--- config.mk ---
export PLATFORM = sky130hd
export DESIGN_NAME = alp_regs
export DESIGN_NICKNAME = d
export VERILOG_FILES = /design/src/hdl/alp_pkg.sv /design/src/hdl/alp_regs.sv
export SDC_FILE = /design/constraint.sdc
export NUM_CORES = 1
export LEC_CHECK = 0
export BUFFER_PORTS_ARGS = -buffer_cell sky130_fd_sc_hd__buf_4
export CELL_PAD_IN_SITES_DETAIL_PLACEMENT = 0
export CELL_PAD_IN_SITES_GLOBAL_PLACEMENT = 1
export CORE_MARGIN = 2
export CORE_UTILIZATION = 35
export DETAILED_ROUTE_END_ITERATION = 7
export PLACE_DENSITY_LB_ADDON = 0.1
export SETUP_SLACK_MARGIN = 0.15
export SYNTH_ARGS = -nofsm -noshare
export SYNTH_HDL_FRONTEND = slang
export SYNTH_SLANG_ARGS = --single-unit
--- constraint.sdc ---
create_clock -name sys_clk_i -period 1.3 [get_ports sys_clk_i]
set_clock_uncertainty 0.2 [all_clocks]
set_input_delay 0.13 -clock sys_clk_i [delete_from_list [all_inputs] [get_ports sys_clk_i]]
set_output_delay 0.13 -clock sys_clk_i [all_outputs]
set_load 0.005 [all_outputs]
--- src/hdl/alp_pkg.sv ---
// package for the async list pointer register bank
package alp_pkg;
   localparam logic [7:0] ALP_OFS_CTRL_HEAD = 8'h20;
   localparam logic [7:0] ALP_OFS_CTRL_CUR = 8'h24;
   localparam logic [7:0] ALP_OFS_BULK_HEAD = 8'h28;
   localparam logic [7:0] ALP_OFS_BULK_CUR = 8'h2c;
   localparam int ALP_ADDR_LSB = 4;
   localparam logic [27:0] ALP_PTR_RST = 28'h0000000;
   localparam logic [3:0] ALP_RSVD_VAL = 4'h0;
   localparam int ALP_CLF_BIT = 1;
   localparam int ALP_BLF_BIT = 2;
   localparam int ALP_CLE_BIT = 4;
   localparam int ALP_BLE_BIT = 5;

   // register access from the memory window decoder
   typedef struct packed {
      logic wr;
      logic [7:0] addr;
      logic [31:0] wdata;
   } alp_reg_req_t;

   // list engine events
   typedef struct packed {
      logic ctrl_served;
      logic [27:0] ctrl_next;
      logic ctrl_end;
      logic bulk_served;
      logic [27:0] bulk_next;
      logic bulk_end;
      logic shared_host_comm_area_load;
      logic [27:0] shared_host_comm_area_bulk_head;
   } alp_list_evt_t;
endpackage

--- src/hdl/alp_regs.sv ---
// list pointer registers: control current, bulk head, bulk current
`timescale 1ns/1ns
module alp_regs (
   input wire logic sys_clk_i,
   input wire logic rstn_i,
   input wire alp_pkg::alp_reg_req_t req_i,
   input wire alp_pkg::alp_list_evt_t evt_i,
   input wire logic [31:0] control_reg_i,
   input wire logic [31:0] command_status_reg_i,
   input wire logic [27:0] ctrl_head_addr_i,
   output logic [31:0] rdata_o,
   output logic clear_ctrl_filled_o,
   output logic clear_bulk_filled_o,
   output logic [31:0] ctrl_fetch_addr_o,
   output logic [31:0] bulk_fetch_addr_o
);
   import alp_pkg::*;

   logic [27:0] ctrl_current_addr;
   logic [27:0] bulk_head_addr;
   logic [27:0] bulk_current_addr;
   logic [27:0] next_ctrl_current_addr;
   logic [27:0] next_bulk_head_addr;
   logic [27:0] next_bulk_current_addr;
   logic [31:0] next_rdata;
   logic control_list_filled;
   logic bulk_list_filled;
   logic control_list_enable;
   logic bulk_list_enable;
   logic wr_ctrl_cur;
   logic wr_bulk_head;
   logic wr_bulk_cur;
   logic [27:0] wr_ptr;

   assign control_list_filled = command_status_reg_i[ALP_CLF_BIT];
   assign bulk_list_filled = command_status_reg_i[ALP_BLF_BIT];
   assign control_list_enable = control_reg_i[ALP_CLE_BIT];
   assign bulk_list_enable = control_reg_i[ALP_BLE_BIT];

   // ----------------------------------------------------------------
   // software write decode
   // ----------------------------------------------------------------
   // decoded for the checks below; the update logic decodes the same hits again in its own case statement
   assign wr_ctrl_cur = req_i.wr && (req_i.addr == ALP_OFS_CTRL_CUR);
   assign wr_bulk_head = req_i.wr && (req_i.addr == ALP_OFS_BULK_HEAD);
   assign wr_bulk_cur = req_i.wr && (req_i.addr == ALP_OFS_BULK_CUR);
   assign wr_ptr = req_i.wdata[31:ALP_ADDR_LSB];

   // ----------------------------------------------------------------
   // pointer update
   // ----------------------------------------------------------------
   // list engine wins over software; software writes to the current pointers
   // while the list runs are ignored so the engine never sees a torn pointer
   always_comb begin
      next_ctrl_current_addr = ctrl_current_addr;
      next_bulk_head_addr = bulk_head_addr;
      next_bulk_current_addr = bulk_current_addr;
      clear_ctrl_filled_o = 1'b0;
      clear_bulk_filled_o = 1'b0;
      if (req_i.wr) begin
         case (req_i.addr)
            ALP_OFS_CTRL_CUR: begin
               if (!control_list_enable) begin
                  next_ctrl_current_addr = req_i.wdata[31:ALP_ADDR_LSB];
               end
            end
            ALP_OFS_BULK_HEAD: begin
               next_bulk_head_addr = req_i.wdata[31:ALP_ADDR_LSB];
            end
            ALP_OFS_BULK_CUR: begin
               if (!bulk_list_enable) begin
                  next_bulk_current_addr = req_i.wdata[31:ALP_ADDR_LSB];
               end
            end
            default: begin
            end
         endcase
      end
      if (evt_i.shared_host_comm_area_load) begin
         next_bulk_head_addr = evt_i.shared_host_comm_area_bulk_head;
      end
      if (evt_i.ctrl_end) begin
         if (control_list_filled) begin
            next_ctrl_current_addr = ctrl_head_addr_i;
            clear_ctrl_filled_o = 1'b1;
         end
      end else if (evt_i.ctrl_served) begin
         next_ctrl_current_addr = evt_i.ctrl_next;
      end
      if (evt_i.bulk_end) begin
         if (bulk_list_filled) begin
            next_bulk_current_addr = next_bulk_head_addr;
            clear_bulk_filled_o = 1'b1;
         end
      end else if (evt_i.bulk_served) begin
         // the engine follows insertion order, giving round robin
         next_bulk_current_addr = evt_i.bulk_next;
      end
   end

   // ----------------------------------------------------------------
   // read mux
   // ----------------------------------------------------------------
   always_comb begin
      case (req_i.addr)
         ALP_OFS_CTRL_CUR: next_rdata = {ctrl_current_addr, ALP_RSVD_VAL};
         ALP_OFS_BULK_HEAD: next_rdata = {bulk_head_addr, ALP_RSVD_VAL};
         ALP_OFS_BULK_CUR: next_rdata = {bulk_current_addr, ALP_RSVD_VAL};
         default: next_rdata = 32'h00000000;
      endcase
   end

   always_ff @(posedge sys_clk_i or negedge rstn_i) begin
      if (!rstn_i) begin
         rdata_o <= 32'h00000000;
      end else begin
         rdata_o <= next_rdata;
      end
   end

   // ----------------------------------------------------------------
   // pointer registers
   // ----------------------------------------------------------------
   always_ff @(posedge sys_clk_i or negedge rstn_i) begin
      if (!rstn_i) begin
         ctrl_current_addr <= ALP_PTR_RST;
         bulk_head_addr <= ALP_PTR_RST;
         bulk_current_addr <= ALP_PTR_RST;
      end else begin
         ctrl_current_addr <= next_ctrl_current_addr;
         bulk_head_addr <= next_bulk_head_addr;
         bulk_current_addr <= next_bulk_current_addr;
      end
   end

   // the engine fetches from the current pointer each frame
   assign ctrl_fetch_addr_o = {ctrl_current_addr, ALP_RSVD_VAL};
   assign bulk_fetch_addr_o = {bulk_current_addr, ALP_RSVD_VAL};

   // ----------------------------------------------------------------
   // assertions
   // ----------------------------------------------------------------
   AST_CTRL_ADVANCE: assert property (@(posedge sys_clk_i) disable iff (!rstn_i)
      evt_i.ctrl_served && !evt_i.ctrl_end |=> ctrl_current_addr == $past(evt_i.ctrl_next))
      else $error("control pointer did not advance");
   AST_CTRL_NOFLAG: assert property (@(posedge sys_clk_i) disable iff (!rstn_i)
      evt_i.ctrl_end && !control_list_filled && !req_i.wr |=> $stable(ctrl_current_addr))
      else $error("control pointer moved without filled flag");
   AST_CTRL_WRAP: assert property (@(posedge sys_clk_i) disable iff (!rstn_i)
      evt_i.ctrl_end && control_list_filled |-> clear_ctrl_filled_o
      ##1 ctrl_current_addr == $past(ctrl_head_addr_i))
      else $error("control wrap failed");
   AST_CTRL_WR_LOCK: assert property (@(posedge sys_clk_i) disable iff (!rstn_i)
      req_i.wr && req_i.addr == ALP_OFS_CTRL_CUR && control_list_enable
      && !evt_i.ctrl_end && !evt_i.ctrl_served |=> $stable(ctrl_current_addr))
      else $error("control pointer written while enabled");
   AST_BULK_WR_LOCK: assert property (@(posedge sys_clk_i) disable iff (!rstn_i)
      req_i.wr && req_i.addr == ALP_OFS_BULK_CUR && bulk_list_enable
      && !evt_i.bulk_end && !evt_i.bulk_served |=> $stable(bulk_current_addr))
      else $error("bulk pointer written while enabled");
   AST_BULK_WRAP: assert property (@(posedge sys_clk_i) disable iff (!rstn_i)
      evt_i.bulk_end && bulk_list_filled && !evt_i.shared_host_comm_area_load
      && !(req_i.wr && req_i.addr == ALP_OFS_BULK_HEAD)
      |=> bulk_current_addr == $past(bulk_head_addr))
      else $error("bulk wrap failed");
   AST_SHARED_HOST_COMM_AREA_LOAD: assert property (@(posedge sys_clk_i) disable iff (!rstn_i)
      evt_i.shared_host_comm_area_load |=> bulk_head_addr == $past(evt_i.shared_host_comm_area_bulk_head))
      else $error("bulk head not loaded");
   AST_BULK_ADV: assert property (@(posedge sys_clk_i) disable iff (!rstn_i)
      evt_i.bulk_served && !evt_i.bulk_end |=> bulk_current_addr == $past(evt_i.bulk_next))
      else $error("bulk pointer did not advance");
   AST_RSVD_ZERO: assert property (@(posedge sys_clk_i) disable iff (!rstn_i)
      rdata_o[3:0] == ALP_RSVD_VAL && ctrl_fetch_addr_o[3:0] == ALP_RSVD_VAL)
      else $error("reserved bits not zero");
   AST_RD_BULK_HEAD: assert property (@(posedge sys_clk_i) disable iff (!rstn_i)
      req_i.addr == ALP_OFS_BULK_HEAD |=> rdata_o == {$past(bulk_head_addr), ALP_RSVD_VAL})
      else $error("bulk head read wrong");

   // ----------------------------------------------------------------
   // assertions: software access
   // ----------------------------------------------------------------
   // software writes only count on quiet cycles, since engine events win
   AST_CTRL_WR_OPEN: assert property (
      @(posedge sys_clk_i) disable iff (!rstn_i)
      wr_ctrl_cur && !control_list_enable && !evt_i.ctrl_end && !evt_i.ctrl_served
      |=> ctrl_current_addr == $past(wr_ptr))
      else $error("control pointer write lost");

   AST_BULK_WR_OPEN: assert property (
      @(posedge sys_clk_i) disable iff (!rstn_i)
      wr_bulk_cur && !bulk_list_enable && !evt_i.bulk_end && !evt_i.bulk_served
      |=> bulk_current_addr == $past(wr_ptr))
      else $error("bulk pointer write lost");

   AST_BULK_HEAD_WR: assert property (
      @(posedge sys_clk_i) disable iff (!rstn_i)
      wr_bulk_head && !evt_i.shared_host_comm_area_load
      |=> bulk_head_addr == $past(wr_ptr))
      else $error("bulk head write lost");

   AST_RD_CTRL_CUR: assert property (
      @(posedge sys_clk_i) disable iff (!rstn_i)
      req_i.addr == ALP_OFS_CTRL_CUR
      |=> rdata_o == {$past(ctrl_current_addr), ALP_RSVD_VAL})
      else $error("control pointer read wrong");

   AST_RD_BULK_CUR: assert property (
      @(posedge sys_clk_i) disable iff (!rstn_i)
      req_i.addr == ALP_OFS_BULK_CUR
      |=> rdata_o == {$past(bulk_current_addr), ALP_RSVD_VAL})
      else $error("bulk pointer read wrong");

   AST_RD_UNMAPPED: assert property (
      @(posedge sys_clk_i) disable iff (!rstn_i)
      req_i.addr != ALP_OFS_CTRL_CUR && req_i.addr != ALP_OFS_BULK_HEAD
      && req_i.addr != ALP_OFS_BULK_CUR
      |=> rdata_o == 32'h00000000)
      else $error("unmapped read not zero");

   AST_WR_UNMAPPED: assert property (
      @(posedge sys_clk_i) disable iff (!rstn_i)
      req_i.wr && !wr_ctrl_cur && !wr_bulk_head && !wr_bulk_cur && evt_i == '0
      |=> $stable(ctrl_current_addr) && $stable(bulk_head_addr) && $stable(bulk_current_addr))
      else $error("unmapped write changed a pointer");

   // ----------------------------------------------------------------
   // assertions: list engine
   // ----------------------------------------------------------------
   AST_CTRL_HOLD: assert property (
      @(posedge sys_clk_i) disable iff (!rstn_i)
      !wr_ctrl_cur && !evt_i.ctrl_end && !evt_i.ctrl_served
      |=> $stable(ctrl_fetch_addr_o))
      else $error("control fetch address drifted");

   AST_BULK_HOLD: assert property (
      @(posedge sys_clk_i) disable iff (!rstn_i)
      !wr_bulk_cur && !evt_i.bulk_end && !evt_i.bulk_served
      |=> $stable(bulk_fetch_addr_o))
      else $error("bulk fetch address drifted");

   AST_HEAD_HOLD: assert property (
      @(posedge sys_clk_i) disable iff (!rstn_i)
      !wr_bulk_head && !evt_i.shared_host_comm_area_load
      |=> $stable(bulk_head_addr))
      else $error("bulk head drifted");

   AST_BULK_NOFLAG: assert property (
      @(posedge sys_clk_i) disable iff (!rstn_i)
      evt_i.bulk_end && !bulk_list_filled && !wr_bulk_cur
      |=> $stable(bulk_current_addr))
      else $error("bulk pointer moved without filled flag");

   AST_BULK_WRAP_CLR: assert property (
      @(posedge sys_clk_i) disable iff (!rstn_i)
      evt_i.bulk_end && bulk_list_filled
      |-> clear_bulk_filled_o)
      else $error("bulk filled flag not cleared");

   AST_CLR_CTRL_CAUSE: assert property (
      @(posedge sys_clk_i) disable iff (!rstn_i)
      clear_ctrl_filled_o
      |-> evt_i.ctrl_end && control_list_filled)
      else $error("control filled flag cleared without cause");

   AST_CLR_BULK_CAUSE: assert property (
      @(posedge sys_clk_i) disable iff (!rstn_i)
      clear_bulk_filled_o
      |-> evt_i.bulk_end && bulk_list_filled)
      else $error("bulk filled flag cleared without cause");

   // the wrap copies the head as it stands after this cycle's load or write
   AST_SHARED_HOST_COMM_AREA_WRAP: assert property (
      @(posedge sys_clk_i) disable iff (!rstn_i)
      evt_i.bulk_end && bulk_list_filled && evt_i.shared_host_comm_area_load
      |=> bulk_current_addr == $past(evt_i.shared_host_comm_area_bulk_head))
      else $error("bulk wrap missed loaded head");

   AST_WRAP_HEAD_WR: assert property (
      @(posedge sys_clk_i) disable iff (!rstn_i)
      evt_i.bulk_end && bulk_list_filled && wr_bulk_head && !evt_i.shared_host_comm_area_load
      |=> bulk_current_addr == $past(wr_ptr))
      else $error("bulk wrap missed written head");

   AST_SERVED_NO_CLR: assert property (
      @(posedge sys_clk_i) disable iff (!rstn_i)
      evt_i.ctrl_served && !evt_i.ctrl_end
      |-> !clear_ctrl_filled_o)
      else $error("control filled flag cleared on advance");

   // ----------------------------------------------------------------
   // cover points
   // ----------------------------------------------------------------

   COV_CTRL_WRAP: cover property (@(posedge sys_clk_i) disable iff (!rstn_i)
      evt_i.ctrl_end && control_list_filled);
   COV_BULK_WRAP: cover property (@(posedge sys_clk_i) disable iff (!rstn_i)
      evt_i.bulk_end && bulk_list_filled);
   COV_LOCKED_WR: cover property (@(posedge sys_clk_i) disable iff (!rstn_i)
      req_i.wr && req_i.addr == ALP_OFS_CTRL_CUR && control_list_enable);
   COV_SHARED_HOST_COMM_AREA_WRAP: cover property (@(posedge sys_clk_i) disable iff (!rstn_i)
      evt_i.bulk_end && bulk_list_filled && evt_i.shared_host_comm_area_load);
   COV_BULK_LOCKED_WR: cover property (@(posedge sys_clk_i) disable iff (!rstn_i)
      wr_bulk_cur && bulk_list_enable);
endmodule

==> impl_metrics.csv, run 1 <==
group,metric,value,unit
outcome,status,"finished, violations left",
outcome,violations,"negative hold slack, negative setup slack",
clock_network,cts.hold.buffers_added,146,
power,p_per_area,773.5,nW/um2
flow_run,maxCapViolCount,0,
global_routing,grt_pass1_vias,9279,
power,vdd_drop_max,0.0007100,V
synth,synth_xor_area_share,0,%
global_routing,grt_pass1_wl,54480,um
worst_setup_path,critPathMaxStageDelay,0.62,ns
routing,via_count,9392,
routing,dr.pass1.iters,5,
synth,synth_fa_ha_area_share,0,%
clock_network,h-tree-depth,3,
layout,fillers,1654,
worst_setup_path,cpMaxStageDelayCell,"or4b_4",
timing,slew_violations,0,
worst_setup_path,cpLargestDelayFamily,"simple AND/OR/NAND/NOR gates",
synth,seq_area_frac_synth,37.02,%
worst_setup_path,crit_type,"in2reg",
min_path,hp-class,"in2reg",
clock_network,cts_tree,"built",
worst_setup_path,crit_path_start_kind,"input port",
global_routing,grt_max_degree,58,
routing,antenna_left,0,
floorplan,dieWidth,151.1,um
global_routing,gr-total-overflow,0,
routing,wl_met3,3056,um
worst_setup_path,end_kind,"register",
synth,synth_edf_count,0,
layout,syn_to_final_growth,93.19,%
synth,synth_top_area_share,37.02,%
timing,fin_crit,1.918,ns
worst_setup_path,cp_data_arrival_time,1.96,ns
placement,io_buffers,245,
clock_network,cts_buffer_depth,2,
routing,top_layer_used,"met4",
clock_network,worstSkewPairLatency,0.37,ns
floorplan,coreArea,21150,um2
routing,met1_length,16250,um
synth,async_reset_ff_share,100.0,%
worst_setup_path,r2r-start,"ctrl_current_addr[1]$_DFF_PN0_",
clock_network,clock_sinks,112,
timing,fin_crit_sh,147.5,%
floorplan,start_util,35.78,%
clock_network,path_clk_slew,0.08,ns
power,power_leakage,6.490,nW
min_path,whs_endpoint,"ctrl_current_addr[4]$_DFF_PN0_",
placement,pre_cts_slack,-0.9699,ns
synth,yosysWarnings,0,
routing,dr_wl_met2,17590,um
worst_setup_path,crit_fanout,10,
synth,synth-simple-area-share,12.89,%
layout,num-nets-final,1596,
worst_setup_path,regToRegEndpoint,"rdata_o[5]$_DFF_PN0_",
synth,yosys-top-cells-count,"dfrtp_1 (112), inv_1 (78), clkbuf_1 (68), nand2_1 (68), nor3_1 (57)",
timing,finalHoldViolCount,23,
timing,finalSetupViolations,152,
worst_setup_path,worst_r2r_path_depth,3,
synth,syn_area,7570,um2
synth,synth_compound_area_share,33.27,%
placement,dp_hpwl,23970,um
placement,routabilityCongestion,0.8772,
floorplan,row_count,53,
clock_network,root_buffer,"clkbuf_16",
timing,setup_slack,-0.6180,ns
global_routing,antenna_found_initial,0,
clock_network,cts_buffers,9,
global_routing,track_usage,31.64,%
routing,drtIter0Drc,670,
worst_setup_path,crit_buf_inv,3,
layout,layout-drive-gt1-share,49.02,%
synth,synth_cell_types,46,
min_path,hold_start,"evt_i[64]",
synth,yosysTopAreaCell,"dfrtp_1",
synth,yosys-top-cells-area,"dfrtp_1 (37%), mux2_2 (5.1%), inv_1 (3.9%), nor3_1 (3.8%), clkbuf_1 (3.4%)",
floorplan,die_area,22820,um2
synth,synth_most_common_cell,"dfrtp_1",
synth,ys.flop_type,"dfrtp_1",
timing,max_freq,521.4,MHz
synth,synth_area_per_cell,8.854,um2
worst_setup_path,required,1.35,ns
floorplan,die_h,151.1,um
synth,postSynthCellCount,855,
routing,drcViolationCount,0,
routing,wl_per_cell,22.91,um
worst_setup_path,critical_path.cell_chain,"buf_6, or4b_4, buf_16, nor3_4, clkbuf_16, o211a_1, o211ai_1",
routing,routed_wl,37880,um
routing,vias_per_cell,5.682,
timing,rsz0062_at_grt,"yes",
worst_setup_path,r2r_slack,-0.15,ns
synth,synth_top_family_by_area,"compound AO/OA/AOI/OAI gates",
timing,whs,-0.05195,ns
synth,synth_seq_cells,112,
synth,synth_mux_area_share,6.248,%
min_path,whs_path_depth,4,
floorplan,pin_count,322,
-- worst register-to-register path: stages, from the launching register on --
cell,delay [ns]
dfrtp_2,0.46
mux2_2,0.28
a22oi_1,0.34
nor2_4,0.07
-- metal layers --
metal  up-vias  track usage, %
met2       454           48.61
met5         -               0
met1      4617           44.81
met4         0           9.860
li1       4260               -
met3        61           6.416
-- final cells by class --
| type | instances | area [um2] | share of cell area (%) |
|---|---|---|---|
| clock inverters | 6 | 55.05 | 0.3765 |
| repair buffers | 599 | 5904 | 40.37 |
| inverters | 79 | 296.5 | 2.028 |
| flip-flops and latches | 112 | 2831 | 19.36 |
| clock buffers | 10 | 229.0 | 1.566 |
| multi-input cells | 571 | 4961 | 33.92 |
| well taps | 275 | 344.1 | 2.353 |
| diodes | 1 | 2.502 | 0.01711 |
-- registers in the layout, summed over array words and instances, names as in the netlist --
| name | cells |
|---|---|
| ctrl_current_addr | 28 |
| bulk_head_addr | 28 |
| bulk_current_addr | 28 |
| rdata_o | 28 |
-- worst max-delay path by stage --
| stage | from | end | cells after the start |
|---|---|---|---|
| 2_1_floorplan | req_i[33] | bulk_current_addr[12]$_DFF_PN0_ | 6 |
| 6_report | req_i[33] | bulk_current_addr[18]$_DFF_PN0_ | 7 |
| 3_5_place_dp | req_i[33] | bulk_current_addr[27]$_DFF_PN0_ | 7 |
| 4_1_cts | req_i[33] | bulk_current_addr[18]$_DFF_PN0_ | 6 |
| 3_3_place_gp | req_i[33] | bulk_current_addr[20]$_DFF_PN0_ | 6 |
| 5_1_grt | req_i[33] | ctrl_current_addr[2]$_DFF_PN0_ | 9 |
-- cells in the final DEF (no fill, tap or decap), drive strengths merged, types with 13 or more instances in the layout --
master / synthesis / layout
o31a: 28 / 28
a22oi: 28 / 28
a21o: 28 / 28
dfrtp: 112 / 112
o221ai: 28 / 28
dlygate4sd3: 0 / 146
o211ai: 28 / 28
buf: 36 / 445
nand2: 68 / 68
a211oi: 28 / 28
o21ai: 28 / 28
inv: 78 / 83
o311a: 13 / 13
a31oi: 13 / 13
a21oi: 28 / 28
clkbuf: 68 / 17
mux2: 34 / 34
nand4: 21 / 21
o32ai: 28 / 28
nor3: 59 / 59
nor2: 29 / 29
-- report_power, final --
group / internal, mW / leakage (nW) / total (mW) / switching, mW
combinational: 2.47 / 4.97 / 4.29 / 1.82
sequential: 3.79 / 1.38 / 4.13 / 0.346
clock: 1.35 / 0.140 / 2.89 / 1.53
total: 7.61 / 6.49 / 11.3 / 3.70
-- kinds of logic (layout without fill, tap and decap cells) --
group | after synthesis | in the layout
AO/OA/AOI/OAI | 316 | 316
other | 1 | 13
AND/OR/NAND/NOR | 200 | 200
buffers and inverters | 183 | 694
multiplexers | 43 | 43
flip-flops | 112 | 112
-- through the flow --
stage | instances | TNS [ns] | power (mW) | utilization (%) | instance area (um2)
2_1_floorplan | 866 | -63.46 | 5.356 | - | 7804
3_3_place_gp | 1411 | -88.45 | 7.082 | 50.59 | 10700
3_5_place_dp | 1411 | -90.07 | 7.101 | 50.59 | 10700
6_report | 1653 | -58.54 | 11.31 | 69.13 | 14620
5_1_grt | 1652 | -63.10 | 11.77 | 69.12 | 14620
4_1_cts | 1613 | -47.77 | 10.93 | 64.70 | 13690
-- what timing repair did --
| item | 4_1_cts | 5_1_grt |
|---|---|---|
| endpoints found under the hold margin | 197 | 8 |
| cloned | 6 | 9 |
| endpoints found under the setup margin | 198 | 197 |
| pin swaps | 33 | 33 |
| setup buffers | 34 | 30 |
| resized for setup | 232 | 84 |
Note: power is estimated with default switching activity, not from simulation.
==> run 2, diff against run 1 <==
--- a/config.mk
+++ b/config.mk
@@ -9,7 +9,7 @@
 export CELL_PAD_IN_SITES_DETAIL_PLACEMENT = 0
 export CELL_PAD_IN_SITES_GLOBAL_PLACEMENT = 1
 export CORE_MARGIN = 2
-export CORE_UTILIZATION = 35
+export CORE_UTILIZATION = 32
 export DETAILED_ROUTE_END_ITERATION = 7
 export PLACE_DENSITY_LB_ADDON = 0.1
 export SETUP_SLACK_MARGIN = 0.15
==> constraint.sdc (replaced) <==
create_clock -name sys_clk_i -period 1.7 [get_ports sys_clk_i]
set_clock_uncertainty 0.2 [all_clocks]
set_input_delay 0.17 -clock sys_clk_i [delete_from_list [all_inputs] [get_ports sys_clk_i]]
set_output_delay 0.17 -clock sys_clk_i [all_outputs]
set_load 0.005 [all_outputs]
==> impl_metrics.csv, run 2 (synthesized netlist as in run 1, its figures left out) <==
group,metric,value,unit
power,vdd_drop_max,0.0004176,V
worst_setup_path,cpMaxStageDelayCell,"or4_4",
worst_setup_path,cp_data_arrival_time,1.95,ns
routing,antenna_left,0,
outcome,violations,"negative setup slack",
power,p_switching,2.701,mW
timing,tightestPinTransition,0.5342,ns
timing,finalSetupViolations,98,
timing,slew-limit-headroom,64.39,%
outcome,status,"finished, violations left",
worst_setup_path,crit_path_start_kind,"input port",
power,p_per_area,611.2,nW/um2
layout,final_common_cell,"buf_4",
floorplan,row_count,56,
worst_setup_path,crit_type,"in2reg",
clock_network,cts_tree,"built",
clock_network,worstSkewPairLatency,0.37,ns
power,power,8.094,mW
worst_setup_path,crit_buf_inv,2,
worst_setup_path,critical_path.cell_chain,"buf_6, or4b_4, or4_4, buf_8, o221ai_1, o211ai_1",
routing,vias_per_cell,5.577,
floorplan,coreArea,23330,um2
layout,final_cell_mix,"buf_4 (303), dfrtp_1 (112), dlygate4sd3_1 (112)",
worst_setup_path,required,1.74,ns
timing,max_freq,524.8,MHz
placement,dp_hpwl,24390,um
timing,fin_crit_sh,112.1,%
layout,final_area,13240,um2
placement,io_buffers,245,
power,p_int,5.393,mW
layout,syn_to_final_growth,74.92,%
worst_setup_path,crit_fanout,10,
routing,drcViolationCount,0,
timing,rsz0062_at_grt,"yes",
placement,pre_cts_slack,-0.5920,ns
timing,setup_slack,-0.2056,ns
global_routing,grt_pass1_vias,8535,
placement,routabilityCongestion,0.8226,
min_path,hp-class,"in2reg",
floorplan,dieWidth,157.8,um
routing,via_count,8723,
global_routing,grt_max_degree,58,
power,p_clk_share,29.4,%
layout,antenna-diode-count,0,
layout,num-nets-final,1464,
floorplan,pin_count,322,
timing,finalHoldViolCount,0,
floorplan,die_area,24900,um2
placement,post_dp_cell_area,10370,um2
clock_network,h-tree-depth,3,
flow_run,maxCapViolCount,0,
clock_network,cts_buffer_depth,2,
global_routing,antenna_found_initial,2,
floorplan,die_h,157.8,um
timing,fin_crit,1.906,ns
clock_network,path_clk_slew,0.09,ns
worst_setup_path,critPathMaxStageDelay,0.61,ns
power,p_seq_share,39.9,%
power,switching_share,33.37,%
power,power_leakage,5.784,nW
global_routing,track_usage,28.03,%
clock_network,root_buffer,"clkbuf_16",
floorplan,start_util,32.44,%
routing,dr.pass1.iters,5,
worst_setup_path,end_kind,"register",
timing,tns,-9.466,ns
clock_network,cts_buffers,9,
power,p_comb_share,30.8,%
global_routing,gr-total-overflow,0,
worst_setup_path,cpLargestDelayFamily,"simple AND/OR/NAND/NOR gates",
layout,layout-drive-gt1-share,45.78,%
routing,drtIter0Drc,573,
routing,routed_wl,36170,um
routing,wl_per_cell,23.12,um
timing,slew_violations,0,
clock_network,clock_sinks,112,
global_routing,grt_pass1_wl,52550,um
## run 2: cell count changes in the layout (fill, tap and decap cells not counted), moves of 18 or more
cell	change
a211oi_1	-18
dlygate4sd3_1	-34
buf_4	+22
buf_6	-123
dfrtp_1	+23
dfrtp_2	-23
## run 2: per-layer routing
metal	vias up	part of all wire, %	wire length (um)	track usage, %
li1	4002	-	-	-
met1	4349	46	16590	41.24
met2	340	47	16880	43.52
met3	32	6.1	2192	3.778
met4	0	1.4	498	6.407
met5	-	0	0	0
## run 2: cell type report
| type | count | area [um2] |
|---|---|---|
| clock inverters | 7 | 86.33 |
| flip-flops and latches | 112 | 2803 |
| well taps | 319 | 399.1 |
| multi-input cells | 571 | 5040 |
| repair buffers | 467 | 4392 |
| clock buffers | 9 | 225.2 |
| inverters | 79 | 296.5 |
| fillers | 2160 | 10090 |
## run 2: power groups by stage
stage	sequential (mW)	clock (mW)	combinational [mW]
after floorplan	3.12	0	0.971
after global routing	3.25	2.51	2.67
final	3.23	2.38	2.49
after detailed placement	3.23	0	2.01
after global placement	3.23	0	2.00
after CTS	3.18	2.41	2.30
## run 2: path summary, 6_finish.rpt
check / slack [ns] / end / startpoint / cells after the start
max reg2reg: 0.21 / rdata_o[30]$_DFF_PN0_ / ctrl_current_addr[26]$_DFF_PN0_ / 4
max in group asynchronous: 0.60 / bulk_head_addr[2]$_DFF_PN0_ / rstn_i / 3
min reg2reg: 0.39 / bulk_head_addr[25]$_DFF_PN0_ / bulk_head_addr[25]$_DFF_PN0_ / 2
min: 0.0008 / bulk_current_addr[21]$_DFF_PN0_ / evt_i[51] / 5
min in group asynchronous: 0.07 / rdata_o[15]$_DFF_PN0_ / rstn_i / 2
max: -0.21 / bulk_current_addr[2]$_DFF_PN0_ / req_i[32] / 6
## run 2: metrics by stage
stage          std cells  hold WS [ns]  util, %
6_report            1564     0.0008248    56.75
5_1_grt             1564       0.01324    56.75
4_1_cts             1557      0.001316    53.32
3_5_place_dp        1410      -0.06276    44.44
3_3_place_gp        1410      -0.06216    44.44
2_1_floorplan        866       -0.3256        -
## run 2: repair_timing
action | CTS | global route
pin swaps | 35 | 59
hold buffers | 112 | 0
gates resized for setup | 78 | 126
cloned | 9 | 3
setup buffers | 10 | 4
endpoints found under the hold margin | 196 | 0
setup endpoints to repair | 106 | 110
## run 2: worst register-to-register path, cell delays in order, from the launching register on
cell and delay [ns]:
dfrtp_1 0.46, mux2_2 0.29, a22oi_1 0.24, nor2_4 0.08, buf_6 0.12
